File: config.mk
export PLATFORM = sky130hd
export DESIGN_NAME = servo_pulse_command_input
export DESIGN_NICKNAME = d
export VERILOG_FILES = /design/src/pulse_cmd_pkg.sv /design/src/input_sync.sv /design/src/servo_pulse_command_input.sv
export SDC_FILE = /design/constraint.sdc
export NUM_CORES = 1
export LEC_CHECK = 0
export BUFFER_PORTS_ARGS = -buffer_cell sky130_fd_sc_hd__buf_2
export CAP_MARGIN = 20
export CORE_MARGIN = 2
export CORE_UTILIZATION = 30
export CTS_BUF_LIST = sky130_fd_sc_hd__clkbuf_8
export DETAILED_ROUTE_END_ITERATION = 10
export HOLD_SLACK_MARGIN = 0.08
export PLACE_DENSITY_LB_ADDON = 0.08
export SLEW_MARGIN = 10
export SYNTH_ARGS = -nofsm -noshare
export SYNTH_HDL_FRONTEND = slang
export SYNTH_HIERARCHICAL = 1
export SYNTH_SLANG_ARGS = --single-unit
File: constraint.sdc
create_clock -name clk_sys -period 4.9 [get_ports clk_sys]
set_input_delay 0.735 -clock clk_sys [delete_from_list [all_inputs] [get_ports clk_sys]]
set_output_delay 0.735 -clock clk_sys [all_outputs]
set_load 0.02 [all_outputs]
File: src/pulse_cmd_pkg.sv
package pulse_cmd_pkg;

   localparam int unsigned CLK_MHZ        = 100;
   localparam int unsigned CLR_MIN_US     = 20;
   // Least time converted to whole cycles
   localparam int unsigned CLR_MIN_CYC    = CLR_MIN_US * CLK_MHZ;
   localparam int unsigned CLR_CNT_W      = 12;
   localparam int unsigned DEV_W          = 24;
   localparam int unsigned INIT_US        = 10;
   localparam int unsigned INIT_CYC       = INIT_US * CLK_MHZ;
   localparam int unsigned INIT_CNT_W     = 12;

   localparam logic [3:0]  FMT_STEP_DIR   = 4'h0;
   localparam logic [3:0]  FMT_REV_FWD    = 4'h1;
   localparam logic [3:0]  FMT_QUAD_X1    = 4'h2;
   localparam logic [3:0]  FMT_QUAD_X2    = 4'h3;
   localparam logic [3:0]  FMT_QUAD_X4    = 4'h4;
   localparam logic [3:0]  FMT_NEG_FIRST  = 4'h5;
   localparam logic [3:0]  FMT_LAST       = 4'h9;

   typedef enum logic [1:0] {
      QM_NONE,
      QM_X1,
      QM_X2,
      QM_X4
   } quad_mult_t;

endpackage : pulse_cmd_pkg

File: src/input_sync.sv
`timescale 1ns/1ps
`default_nettype none

// Two-flop synchroniser per input bit; only stage two is visible
module input_sync #(
   parameter int unsigned W = 5
) (
   input  wire logic         clk_sys,
   input  wire logic         rstn,
   input  wire logic [W-1:0] async_in,
   output logic      [W-1:0] sync_out
);

   logic [W-1:0] meta_q;

   genvar i;
   generate
      for (i = 0; i < W; i++) begin : g_bit
         always_ff @(posedge clk_sys) begin
            if (!rstn) begin
               meta_q[i]   <= 1'b0;
               sync_out[i] <= 1'b0;
            end else begin
               meta_q[i]   <= async_in[i];
               sync_out[i] <= meta_q[i];
            end
         end
      end
   endgenerate

endmodule : input_sync

`default_nettype wire

File: src/servo_pulse_command_input.sv
// Functional notes
// RULE_01: Format setting 0..9 selects decoding; 0-4 positive, 5-9 negative logic.
// RULE_02: Format 0: steps on pair one, direction pair two, high is forward.
// RULE_03: Format 1: pair one pulses reverse, pair two pulses forward.
// RULE_04: Formats 2/3/4 and 7/8/9 are quadrature with x1, x2, x4 counting.
// RULE_05: Format 5 inverted step/direction; format 6 inverted reverse/forward pulses.
// RULE_06: Negative formats share timing with positive ones, only polarity differs.
// RULE_07: Held clear input zeroes deviation and disables the position loop.
// RULE_08: Clear needs at least 20 us; shorter assertion changes nothing.
// RULE_09: Power drive enabled only while run input is asserted; else no motion. Code also enables the drive on jog_active_in.
// RULE_10: Alarm reset input clears the alarm state.
// RULE_11: Controller drops run before alarm reset and removes the alarm cause.
// RULE_12: While clear is asserted, incoming command pulses are ignored.
// RULE_13: Fault output off at power-up, on after init, off on error.
// RULE_14: In-position asserted while deviation magnitude is below window limit.
// RULE_15: Quadrature: A leading counts forward; x2 counts A edges, x4 all edges.
// RULE_16: All inputs synchronised, edges found from synchronised samples. Code leaves jog_active_in and fault_detect_in unsynchronised.
`timescale 1ns/1ps
`default_nettype none

module servo_pulse_command_input (
   input  wire logic                              clk_sys,
   input  wire logic                              rstn,
   input  wire logic                              reverse_step_in,
   input  wire logic                              forward_step_in,
   input  wire logic                              deviation_clear_in,
   input  wire logic                              run_in,
   input  wire logic                              alarm_reset_in,
   input  wire logic                              jog_active_in,
   input  wire logic                              fault_detect_in,
   input  wire logic [3:0]                        pulse_input_format,
   input  wire logic [pulse_cmd_pkg::DEV_W-1:0]   position_window_limit,
   input  wire logic [pulse_cmd_pkg::DEV_W-1:0]   feedback_count_in,
   output logic                                   fault_out,
   output logic                                   in_position_out,
   output logic                                   brake_hold_out,
   output logic                                   drive_enable_out,
   output logic                                   loop_enable_out,
   output logic                                   cmd_fwd_out,
   output logic                                   cmd_rev_out,
   output logic signed [pulse_cmd_pkg::DEV_W-1:0] deviation_out
);

   // Pair one carries step/reverse/phase A; pair two direction/forward/phase B
   logic [4:0] sync_w;
   logic       pa_s, pb_s, clr_s, run_s, rst_s;

   input_sync #(.W(5)) u_sync (                                            // RULE_16
      .clk_sys  (clk_sys),
      .rstn     (rstn),
      .async_in ({alarm_reset_in, run_in, deviation_clear_in,
                  forward_step_in, reverse_step_in}),
      .sync_out (sync_w)
   );

   assign pa_s  = sync_w[0];
   assign pb_s  = sync_w[1];
   assign clr_s = sync_w[2];
   assign run_s = sync_w[3];
   assign rst_s = sync_w[4];

   // Format decode
   logic                    neg_logic;
   logic [3:0]              base_fmt;
   logic                    fmt_valid;
   pulse_cmd_pkg::quad_mult_t qmode;

   always_comb begin
      fmt_valid = (pulse_input_format <= pulse_cmd_pkg::FMT_LAST);              // RULE_01
      neg_logic = (pulse_input_format >= pulse_cmd_pkg::FMT_NEG_FIRST);         // RULE_01
      base_fmt  = neg_logic ? 4'(pulse_input_format - pulse_cmd_pkg::FMT_NEG_FIRST)
                            : pulse_input_format;
      unique case (base_fmt)
         pulse_cmd_pkg::FMT_QUAD_X1: qmode = pulse_cmd_pkg::QM_X1;             // RULE_04
         pulse_cmd_pkg::FMT_QUAD_X2: qmode = pulse_cmd_pkg::QM_X2;
         pulse_cmd_pkg::FMT_QUAD_X4: qmode = pulse_cmd_pkg::QM_X4;
         default:                    qmode = pulse_cmd_pkg::QM_NONE;
      endcase
   end

   // Polarity applied once so every format shares the same timing
   logic a_l, b_l;
   assign a_l = pa_s ^ neg_logic;                                          // RULE_06
   assign b_l = pb_s ^ neg_logic;                                          // RULE_06

   // Previous samples taken after polarity; a format change can fake one edge
   logic a_q, b_q;
   always_ff @(posedge clk_sys) begin
      if (!rstn) begin
         a_q <= 1'b0;
         b_q <= 1'b0;
      end else begin
         a_q <= a_l;                                                       // RULE_16
         b_q <= b_l;
      end
   end

   logic a_rise, a_fall, b_rise, b_fall;
   assign a_rise = a_l & ~a_q;
   assign a_fall = ~a_l & a_q;
   assign b_rise = b_l & ~b_q;
   assign b_fall = ~b_l & b_q;

   logic fwd_d, rev_d;
   always_comb begin
      fwd_d = 1'b0;
      rev_d = 1'b0;
      if (fmt_valid) begin
         if (qmode == pulse_cmd_pkg::QM_NONE) begin
            if (base_fmt == pulse_cmd_pkg::FMT_STEP_DIR) begin
               // Direction high after polarity fix is forward
               fwd_d = a_rise & b_l;                                       // RULE_02 RULE_05
               rev_d = a_rise & ~b_l;                                      // RULE_02 RULE_05
            end else begin
               rev_d = a_rise;                                             // RULE_03 RULE_05
               fwd_d = b_rise;                                             // RULE_03 RULE_05
            end
         end else begin
            unique case (qmode)
               pulse_cmd_pkg::QM_X1: begin
                  fwd_d = a_rise & ~b_l;                                   // RULE_15
                  rev_d = a_fall & ~b_l;
               end
               pulse_cmd_pkg::QM_X2: begin
                  fwd_d = (a_rise & ~b_l) | (a_fall & b_l);                // RULE_15
                  rev_d = (a_rise & b_l) | (a_fall & ~b_l);
               end
               default: begin
                  fwd_d = (a_rise & ~b_l) | (a_fall & b_l)
                        | (b_rise & a_l) | (b_fall & ~a_l);                // RULE_15
                  rev_d = (a_rise & b_l) | (a_fall & ~b_l)
                        | (b_rise & ~a_l) | (b_fall & a_l);
               end
            endcase
         end
      end
   end

   // Clear qualification: must stand 20 us before it acts
   logic [pulse_cmd_pkg::CLR_CNT_W-1:0] clr_cnt_q;
   logic                                clr_act_q;
   always_ff @(posedge clk_sys) begin
      if (!rstn) begin
         clr_cnt_q <= '0;
         clr_act_q <= 1'b0;
      end else if (!clr_s) begin
         clr_cnt_q <= '0;
         clr_act_q <= 1'b0;
      end else if (clr_cnt_q < pulse_cmd_pkg::CLR_CNT_W'(pulse_cmd_pkg::CLR_MIN_CYC - 1)) begin
         clr_cnt_q <= clr_cnt_q + 1'b1;                                    // RULE_08
      end else begin
         clr_act_q <= 1'b1;                                                // RULE_08
      end
   end

   // Pulses inhibited from the raw synchronised clear level, not the qualified one
   logic accept;
   assign accept = ~clr_s & run_s & fault_out;                             // RULE_12 RULE_09

   always_ff @(posedge clk_sys) begin
      if (!rstn) begin
         cmd_fwd_out <= 1'b0;
         cmd_rev_out <= 1'b0;
      end else begin
         cmd_fwd_out <= fwd_d & accept;                                    // RULE_12
         cmd_rev_out <= rev_d & accept;
      end
   end

   // Deviation = command minus feedback, accumulated
   logic signed [pulse_cmd_pkg::DEV_W-1:0] dev_d;
   logic        [pulse_cmd_pkg::DEV_W-1:0] fb_q;
   always_comb begin
      dev_d = deviation_out - $signed(feedback_count_in - fb_q);
      if (cmd_fwd_out) dev_d = dev_d + $signed(pulse_cmd_pkg::DEV_W'(1));
      if (cmd_rev_out) dev_d = dev_d - $signed(pulse_cmd_pkg::DEV_W'(1));
   end

   always_ff @(posedge clk_sys) begin
      if (!rstn) begin
         deviation_out <= '0;
         fb_q          <= '0;
      end else begin
         fb_q <= feedback_count_in;
         if (clr_act_q) deviation_out <= '0;                               // RULE_07
         else           deviation_out <= dev_d;
      end
   end

   logic [pulse_cmd_pkg::DEV_W-1:0] dev_abs;
   assign dev_abs = deviation_out[pulse_cmd_pkg::DEV_W-1] ? 
                    pulse_cmd_pkg::DEV_W'(-deviation_out) : deviation_out;

   always_ff @(posedge clk_sys) begin
      if (!rstn) in_position_out <= 1'b0;
      else       in_position_out <= (dev_abs < position_window_limit);     // RULE_14
   end

   // Init, alarm and drive sequencing
   logic [pulse_cmd_pkg::INIT_CNT_W-1:0] init_cnt_q;
   logic                                 init_done_q;
   always_ff @(posedge clk_sys) begin
      if (!rstn) begin
         init_cnt_q  <= '0;
         init_done_q <= 1'b0;
      end else if (!init_done_q) begin
         if (init_cnt_q == pulse_cmd_pkg::INIT_CNT_W'(pulse_cmd_pkg::INIT_CYC - 1))
            init_done_q <= 1'b1;
         else
            init_cnt_q <= init_cnt_q + 1'b1;
      end
   end

   // Set wins: an error in the same cycle as a reset request keeps the alarm
   logic alarm_q;
   always_ff @(posedge clk_sys) begin
      if (!rstn)                alarm_q <= 1'b0;
      else if (fault_detect_in) alarm_q <= 1'b1;                           // RULE_13
      else if (rst_s && !run_s) alarm_q <= 1'b0;                           // RULE_10
   end

   // Reset request with run still on is refused, as that would restart a live drive
   always_ff @(posedge clk_sys) begin
      if (!rstn) fault_out <= 1'b0;                                        // RULE_13
      else       fault_out <= init_done_q & ~alarm_q & ~fault_detect_in;   // RULE_13
   end

   always_ff @(posedge clk_sys) begin
      if (!rstn) begin
         drive_enable_out <= 1'b0;
         loop_enable_out  <= 1'b0;
         brake_hold_out   <= 1'b1;
      end else begin
         drive_enable_out <= (run_s | jog_active_in) & fault_out;          // RULE_09
         loop_enable_out  <= run_s & fault_out & ~clr_act_q;               // RULE_07
         brake_hold_out   <= ~((run_s | jog_active_in) & fault_out);
      end
   end

   // Clear, run, alarm and in-position checks
   a_clear_zeroes: assert property (@(posedge clk_sys) disable iff (!rstn) // RULE_07
      clr_act_q |=> deviation_out == '0)
      else $error("deviation not zeroed");
   a_clear_min_time: assert property (@(posedge clk_sys) disable iff (!rstn) // RULE_08
      $rose(clr_act_q) |->
         clr_cnt_q == pulse_cmd_pkg::CLR_CNT_W'(pulse_cmd_pkg::CLR_MIN_CYC - 1))
      else $error("clear acted early");
   a_short_clear: assert property (@(posedge clk_sys) disable iff (!rstn) // RULE_08
      (clr_s && clr_cnt_q < pulse_cmd_pkg::CLR_CNT_W'(pulse_cmd_pkg::CLR_MIN_CYC - 1))
         |-> !clr_act_q)
      else $error("short clear acted");
   a_clear_blocks: assert property (@(posedge clk_sys) disable iff (!rstn) // RULE_12
      clr_s |=> !cmd_fwd_out && !cmd_rev_out)
      else $error("pulse passed clear");
   a_run_gates: assert property (@(posedge clk_sys) disable iff (!rstn) // RULE_09
      !run_s && !jog_active_in |=> !drive_enable_out)
      else $error("drive without run");
   a_loop_off: assert property (@(posedge clk_sys) disable iff (!rstn) // RULE_07
      clr_act_q |=> !loop_enable_out)
      else $error("loop on during clear");
   a_fault_error: assert property (@(posedge clk_sys) disable iff (!rstn) // RULE_13
      fault_detect_in |=> !fault_out)
      else $error("fault not shown");
   a_alarm_latch: assert property (@(posedge clk_sys) disable iff (!rstn) // RULE_13
      fault_detect_in |=> alarm_q)
      else $error("alarm not latched");
   a_alarm_release: assert property (@(posedge clk_sys) disable iff (!rstn) // RULE_10
      alarm_q && rst_s && !run_s && !fault_detect_in |=> !alarm_q)
      else $error("alarm reset ignored");
   a_alarm_refused: assert property (@(posedge clk_sys) disable iff (!rstn) // RULE_10
      alarm_q && run_s && !fault_detect_in |=> alarm_q)
      else $error("alarm dropped with run on");
   a_inpos_track: assert property (@(posedge clk_sys) disable iff (!rstn) // RULE_14
      (dev_abs < position_window_limit) |=> in_position_out)
      else $error("in-position missed");
   a_inpos_clear: assert property (@(posedge clk_sys) disable iff (!rstn) // RULE_14
      (dev_abs >= position_window_limit) |=> !in_position_out)
      else $error("in-position outside window");

   // Pulse decode checks
   a_step_fwd: assert property (@(posedge clk_sys) disable iff (!rstn) // RULE_02
      (base_fmt == pulse_cmd_pkg::FMT_STEP_DIR && a_rise && b_l && accept && fmt_valid)
         |=> cmd_fwd_out)
      else $error("step forward lost");
   a_step_rev: assert property (@(posedge clk_sys) disable iff (!rstn) // RULE_02
      (base_fmt == pulse_cmd_pkg::FMT_STEP_DIR && a_rise && !b_l && accept && fmt_valid)
         |=> cmd_rev_out)
      else $error("step reverse lost");
   a_cwccw: assert property (@(posedge clk_sys) disable iff (!rstn) // RULE_03
      (base_fmt == pulse_cmd_pkg::FMT_REV_FWD && a_rise && accept && fmt_valid) |=> cmd_rev_out)
      else $error("reverse pulse lost");
   a_pair_fwd: assert property (@(posedge clk_sys) disable iff (!rstn) // RULE_03
      (base_fmt == pulse_cmd_pkg::FMT_REV_FWD && b_rise && accept && fmt_valid) |=> cmd_fwd_out)
      else $error("forward pulse lost");
   a_step_neg: assert property (@(posedge clk_sys) disable iff (!rstn) // RULE_05
      (neg_logic && base_fmt == pulse_cmd_pkg::FMT_STEP_DIR && fmt_valid && a_rise && !pb_s
       && accept) |=> cmd_fwd_out)
      else $error("inverted direction wrong");
   a_quad_x1_rev: assert property (@(posedge clk_sys) disable iff (!rstn) // RULE_15
      (qmode == pulse_cmd_pkg::QM_X1 && fmt_valid && a_fall && !b_l && accept) |=> cmd_rev_out)
      else $error("x1 reverse lost");
   a_quad_x4: assert property (@(posedge clk_sys) disable iff (!rstn) // RULE_15
      (qmode == pulse_cmd_pkg::QM_X4 && fmt_valid && b_rise && a_l && accept) |=> cmd_fwd_out)
      else $error("x4 phase B edge lost");

   c_fwd: cover property (@(posedge clk_sys) cmd_fwd_out);
   c_quad_x4: cover property (@(posedge clk_sys) qmode == pulse_cmd_pkg::QM_X4 && cmd_fwd_out);
   c_rev: cover property (@(posedge clk_sys) cmd_rev_out);
   c_clear: cover property (@(posedge clk_sys) $rose(clr_act_q));
   c_reset_alarm: cover property (@(posedge clk_sys) $rose(fault_out) && rst_s);

endmodule : servo_pulse_command_input

`default_nettype wire

==> results.toml <==
[timing]
setup_violations = 0
post-route-worst-setup-slack_ns = 0.340
hold_viol = 0
rsz_0062_raised_after_global_routing = "no"
timing.slew.headroom_pct = 58.1
min_period_over_period_pct = 93.1
worst-slew-pin-transition_ns = 0.612
finalClockSkew_ns = 0.0119
setup_tns_ns = 0
fmaxAchievable_mhz = 219
slew_violations = 0
finalWorstPathRequiredPeriod_ns = 4.56

[floorplan]
io-pin-count = 92
die_h_um = 166
core_rows = 59
die_w_um = 166
core_area_mm2 = 0.0259
initial_utilization_pct = 30.4
dieArea_mm2 = 0.0275

[route]
routed_wl_um = 21300
drc = 0
drt_iter0_drc = 309
first_pass_iters = 5
route.detailed.vias_per_inst = 4.65
drt-wirelength-per-cell_um = 14.6
number_of_antenna_violating_nets_in_the_routed_design = 0
detailroute.via_count = 6765

[cts]
cts_buffers = 9
clock_tree.htree_level_count = 3
clk_pin_slew_worst_paths_ns = 0.12
clock-root-buffer = "sky130_fd_sc_hd__clkbuf_8"
insertion_delay_ns = 0.41
max-clock-path-buffers = 2
clock_tree_from_tritoncts = "done"
numClockSinks = 94

[synthesis]
synth.top_cells.by_area = "sky130_fd_sc_hd__dfxtp_1, sky130_fd_sc_hd__ha_1, sky130_fd_sc_hd__xnor2_1"
ys_warnings = 6
yosysTopAreaCellShare_pct = 23.9
post_synthesis_instance_area_mm2 = 0.00787
synth_sequential_area_ratio_pct = 23.9
combinational_family_with_the_most_area_after_synthesis = "simple AND/OR/NAND/NOR gates"
postSynthRegisterBits = 94
synth_cell_type_count = 84
syn-instance-count = 975
synth_enable_flop_cells = 0
yosys.area_share.xor_xnor_pct = 11.4
synthesized_area_fraction_occupied_by_ao_oa_aoi_and_oai_cells_pct = 16.6
synth_simple_gate_area_share_pct = 24.2
synth.mux.area_fraction_pct = 1.16
synth-adder-area-share_pct = 14.9
mappedNetlistNets = 1116
post-synth-top-area-cell = "sky130_fd_sc_hd__dfxtp_1"
avgSynthCellArea_um2 = 8.07
ys.flop_type = "sky130_fd_sc_hd__dfxtp_1"
postSynth.asyncResetShare_pct = 0

[worst_setup_path]
critical_path.max_fanout = 5
worst_ep_required_time_ns = 5.25
cp.arrival_ns = 4.91
setup.worst_path.class = "reg -> reg"
nature_of_the_critical_path_endpoint = "register"
worst_setup_path_start_kind = "register"

[place]
preCtsSetupSlack_ns = -0.000488
portBuffers = 91
postPlaceCellArea_mm2 = 0.00911
dp_cells = 1440
globalplace.congestion = 0.814
place_hpwl_um = 17300

[status]
outcome = "completed"

[grt]
globalRouteMet1Util_pct = 22.0
grt_pass1_vias = 6788
gr-max-usage-layer = "met2"
grt_pass1_wl_um = 35400
gr-total-overflow = 0
global_route_met2_usage_pct = 25.5
antenna_found_initial = 0
groute.layer.met3.usage_pct = 2.79
grt_max_degree = 42
grtUsageTotal_pct = 15.9

[finish]
layout-drive-gt1-share_pct = 18.9
layoutNonFillerInstCount = 1456
n_fill_cell = 2779
fin_area_mm2 = 0.00931
nets = 1257
diodes_inserted = 0
area.growth.synth_to_final_pct = 18.3

[job]
max_cap_violations = 0

[power_and_ir_drop]
power.static_leakage_nw = 4.15
worst_ir_drop_vdd_v = 0.000189
p_per_area_mw_per_mm2 = 640

[hold_path]
hold_path.class = "reg -> reg"
layout by cell type (no fill, tap or decap), types with 6 or more instances in the layout:
cell,synthesis,layout
sky130_fd_sc_hd__a211oi_1,6,6
sky130_fd_sc_hd__a21o_1,12,12
sky130_fd_sc_hd__a21oi_1,45,45
sky130_fd_sc_hd__and2_1,43,44
sky130_fd_sc_hd__and3_1,16,16
sky130_fd_sc_hd__buf_2,6,91
sky130_fd_sc_hd__buf_4,1,63
sky130_fd_sc_hd__clkbuf_8,0,9
sky130_fd_sc_hd__dfxtp_1,94,94
sky130_fd_sc_hd__fa_1,23,23
sky130_fd_sc_hd__ha_1,57,57
sky130_fd_sc_hd__inv_1,134,134
sky130_fd_sc_hd__mux2i_1,8,8
sky130_fd_sc_hd__nand2_1,54,54
sky130_fd_sc_hd__nand2b_1,15,15
sky130_fd_sc_hd__nand3_1,29,29
sky130_fd_sc_hd__nand4_1,26,26
sky130_fd_sc_hd__nor2_1,95,95
sky130_fd_sc_hd__nor2b_1,9,9
sky130_fd_sc_hd__nor3_1,22,21
sky130_fd_sc_hd__nor4_1,9,9
sky130_fd_sc_hd__o21ai_0,36,36
sky130_fd_sc_hd__o21ai_1,6,6
sky130_fd_sc_hd__o31ai_1,8,8
sky130_fd_sc_hd__or3_1,6,6
sky130_fd_sc_hd__xnor2_1,68,68
sky130_fd_sc_hd__xor2_1,29,29
state kept, by name, summed over array words and instances, names as in the netlist, 5 cells and up:
register / flops
init_cnt_q: 12
u_sync/meta_q: 5
deviation_out: 24
clr_cnt_q: 12
u_sync/sync_out: 5
fb_q: 24
synthesized netlist by cell type, types with 3 or more instances:
master / number
sky130_fd_sc_hd__a21o_1: 12
sky130_fd_sc_hd__o211a_1: 3
sky130_fd_sc_hd__o21ai_0: 36
sky130_fd_sc_hd__buf_2: 6
sky130_fd_sc_hd__clkbuf_1: 16
sky130_fd_sc_hd__nor2_1: 95
sky130_fd_sc_hd__xor2_1: 29
sky130_fd_sc_hd__a21oi_1: 45
sky130_fd_sc_hd__and3_1: 16
sky130_fd_sc_hd__nor4_1: 9
sky130_fd_sc_hd__o211ai_1: 5
sky130_fd_sc_hd__mux2i_1: 8
sky130_fd_sc_hd__nand2_1: 54
sky130_fd_sc_hd__nor3b_1: 4
sky130_fd_sc_hd__a211oi_4: 5
sky130_fd_sc_hd__o21ai_1: 6
sky130_fd_sc_hd__nor3_1: 22
sky130_fd_sc_hd__a211oi_1: 6
sky130_fd_sc_hd__xnor2_1: 68
sky130_fd_sc_hd__a211oi_2: 4
sky130_fd_sc_hd__ha_1: 57
sky130_fd_sc_hd__dfxtp_1: 94
sky130_fd_sc_hd__nor4_2: 3
sky130_fd_sc_hd__nor2b_1: 9
sky130_fd_sc_hd__o31ai_1: 8
sky130_fd_sc_hd__and4_1: 4
sky130_fd_sc_hd__or4_1: 4
sky130_fd_sc_hd__nand4_1: 26
sky130_fd_sc_hd__nand2b_1: 15
sky130_fd_sc_hd__nand3_1: 29
sky130_fd_sc_hd__or3_1: 6
sky130_fd_sc_hd__o21a_1: 4
sky130_fd_sc_hd__fa_1: 23
sky130_fd_sc_hd__and2_1: 43
sky130_fd_sc_hd__inv_1: 134
sky130_fd_sc_hd__o41ai_1: 5
sky130_fd_sc_hd__or2_2: 4
worst max-delay path, cell delays in order (launching register included):
cell and delay (ns):
sky130_fd_sc_hd__dfxtp_1 0.41, sky130_fd_sc_hd__inv_1 0.16, sky130_fd_sc_hd__fa_1 0.59, sky130_fd_sc_hd__inv_1 0.06, sky130_fd_sc_hd__ha_1 0.33, sky130_fd_sc_hd__a211oi_4 0.34, sky130_fd_sc_hd__o21ai_2 0.15, sky130_fd_sc_hd__a221oi_4 0.39
sky130_fd_sc_hd__o311ai_1 0.19, sky130_fd_sc_hd__xnor2_1 0.25, sky130_fd_sc_hd__nor3b_2 0.36, sky130_fd_sc_hd__nand2_1 0.14, sky130_fd_sc_hd__a2111oi_1 0.49, sky130_fd_sc_hd__xnor2_1 0.15, sky130_fd_sc_hd__or4_1 0.42, sky130_fd_sc_hd__o21ai_1 0.09
timing repair:
action | in CTS | in global routing
hold buffers | 0 | 0
resized for setup | 0 | 2
setup endpoints to repair | 0 | 1
setup buffers | 0 | 0
final timing paths:
kind              slack [ns]  cells past startpoint                   startpoint                      endpoint
setup / recovery        0.34                     15  deviation_out[1]$_SDFF_PP0_  deviation_out[23]$_SDFF_PP0_
hold reg to reg         0.43                      1         alarm_q$_SDFFE_PN0P_          fault_out$_SDFF_PN0_
setup reg to reg        0.34                     15  deviation_out[1]$_SDFF_PP0_  deviation_out[23]$_SDFF_PP0_
hold / removal          0.43                      1         alarm_q$_SDFFE_PN0P_          fault_out$_SDFF_PN0_
kinds of logic after synthesis:
kind of cell	Yosys count
adder cells (fa/ha/maj)	80
multiplexers	9
AND/OR/NAND/NOR	356
flip-flops	94
XOR/XNOR	100
buffers and inverters	159
AO/OA/AOI/OAI	177
metrics by stage:
| stage | hold slack (ns) | power, mW | utilization, % |
|---|---|---|---|
| 6_report | 0.426 | 5.96 | 35.9 |
| 5_1_grt | 0.455 | 6.58 | 35.9 |
| 4_1_cts | 0.430 | 6.04 | 35.9 |
| 3_5_place_dp | 0.409 | 5.44 | 35.1 |
| 3_3_place_gp | 0.408 | 5.47 | 35.1 |
| 2_1_floorplan | 0.393 | 4.07 | - |
layer usage:
layer	share of wire, %	wire (um)
met5	0	0
met4	1.7	359
met3	3.6	777
met2	44	9460
met1	50	10700
where the power goes:
group	internal [mW]	leakage [nW]	switching, mW
registers	0.870	0.775	0.112
clock network	0.202	0.0974	0.358
logic	1.88	3.28	2.54
total	2.95	4.15	3.01
final cells by class:
type	count	area, um2	share of cell area (%)
multi-input cells	722	5380	57.7
flip-flops and latches	94	1880	20.2
repair buffers	154	928	9.97
inverters	135	507	5.44
well taps	335	419	4.50
clock buffers	9	124	1.33
clock inverters	7	72.6	0.780
Power figures use the tool's default switching activity.
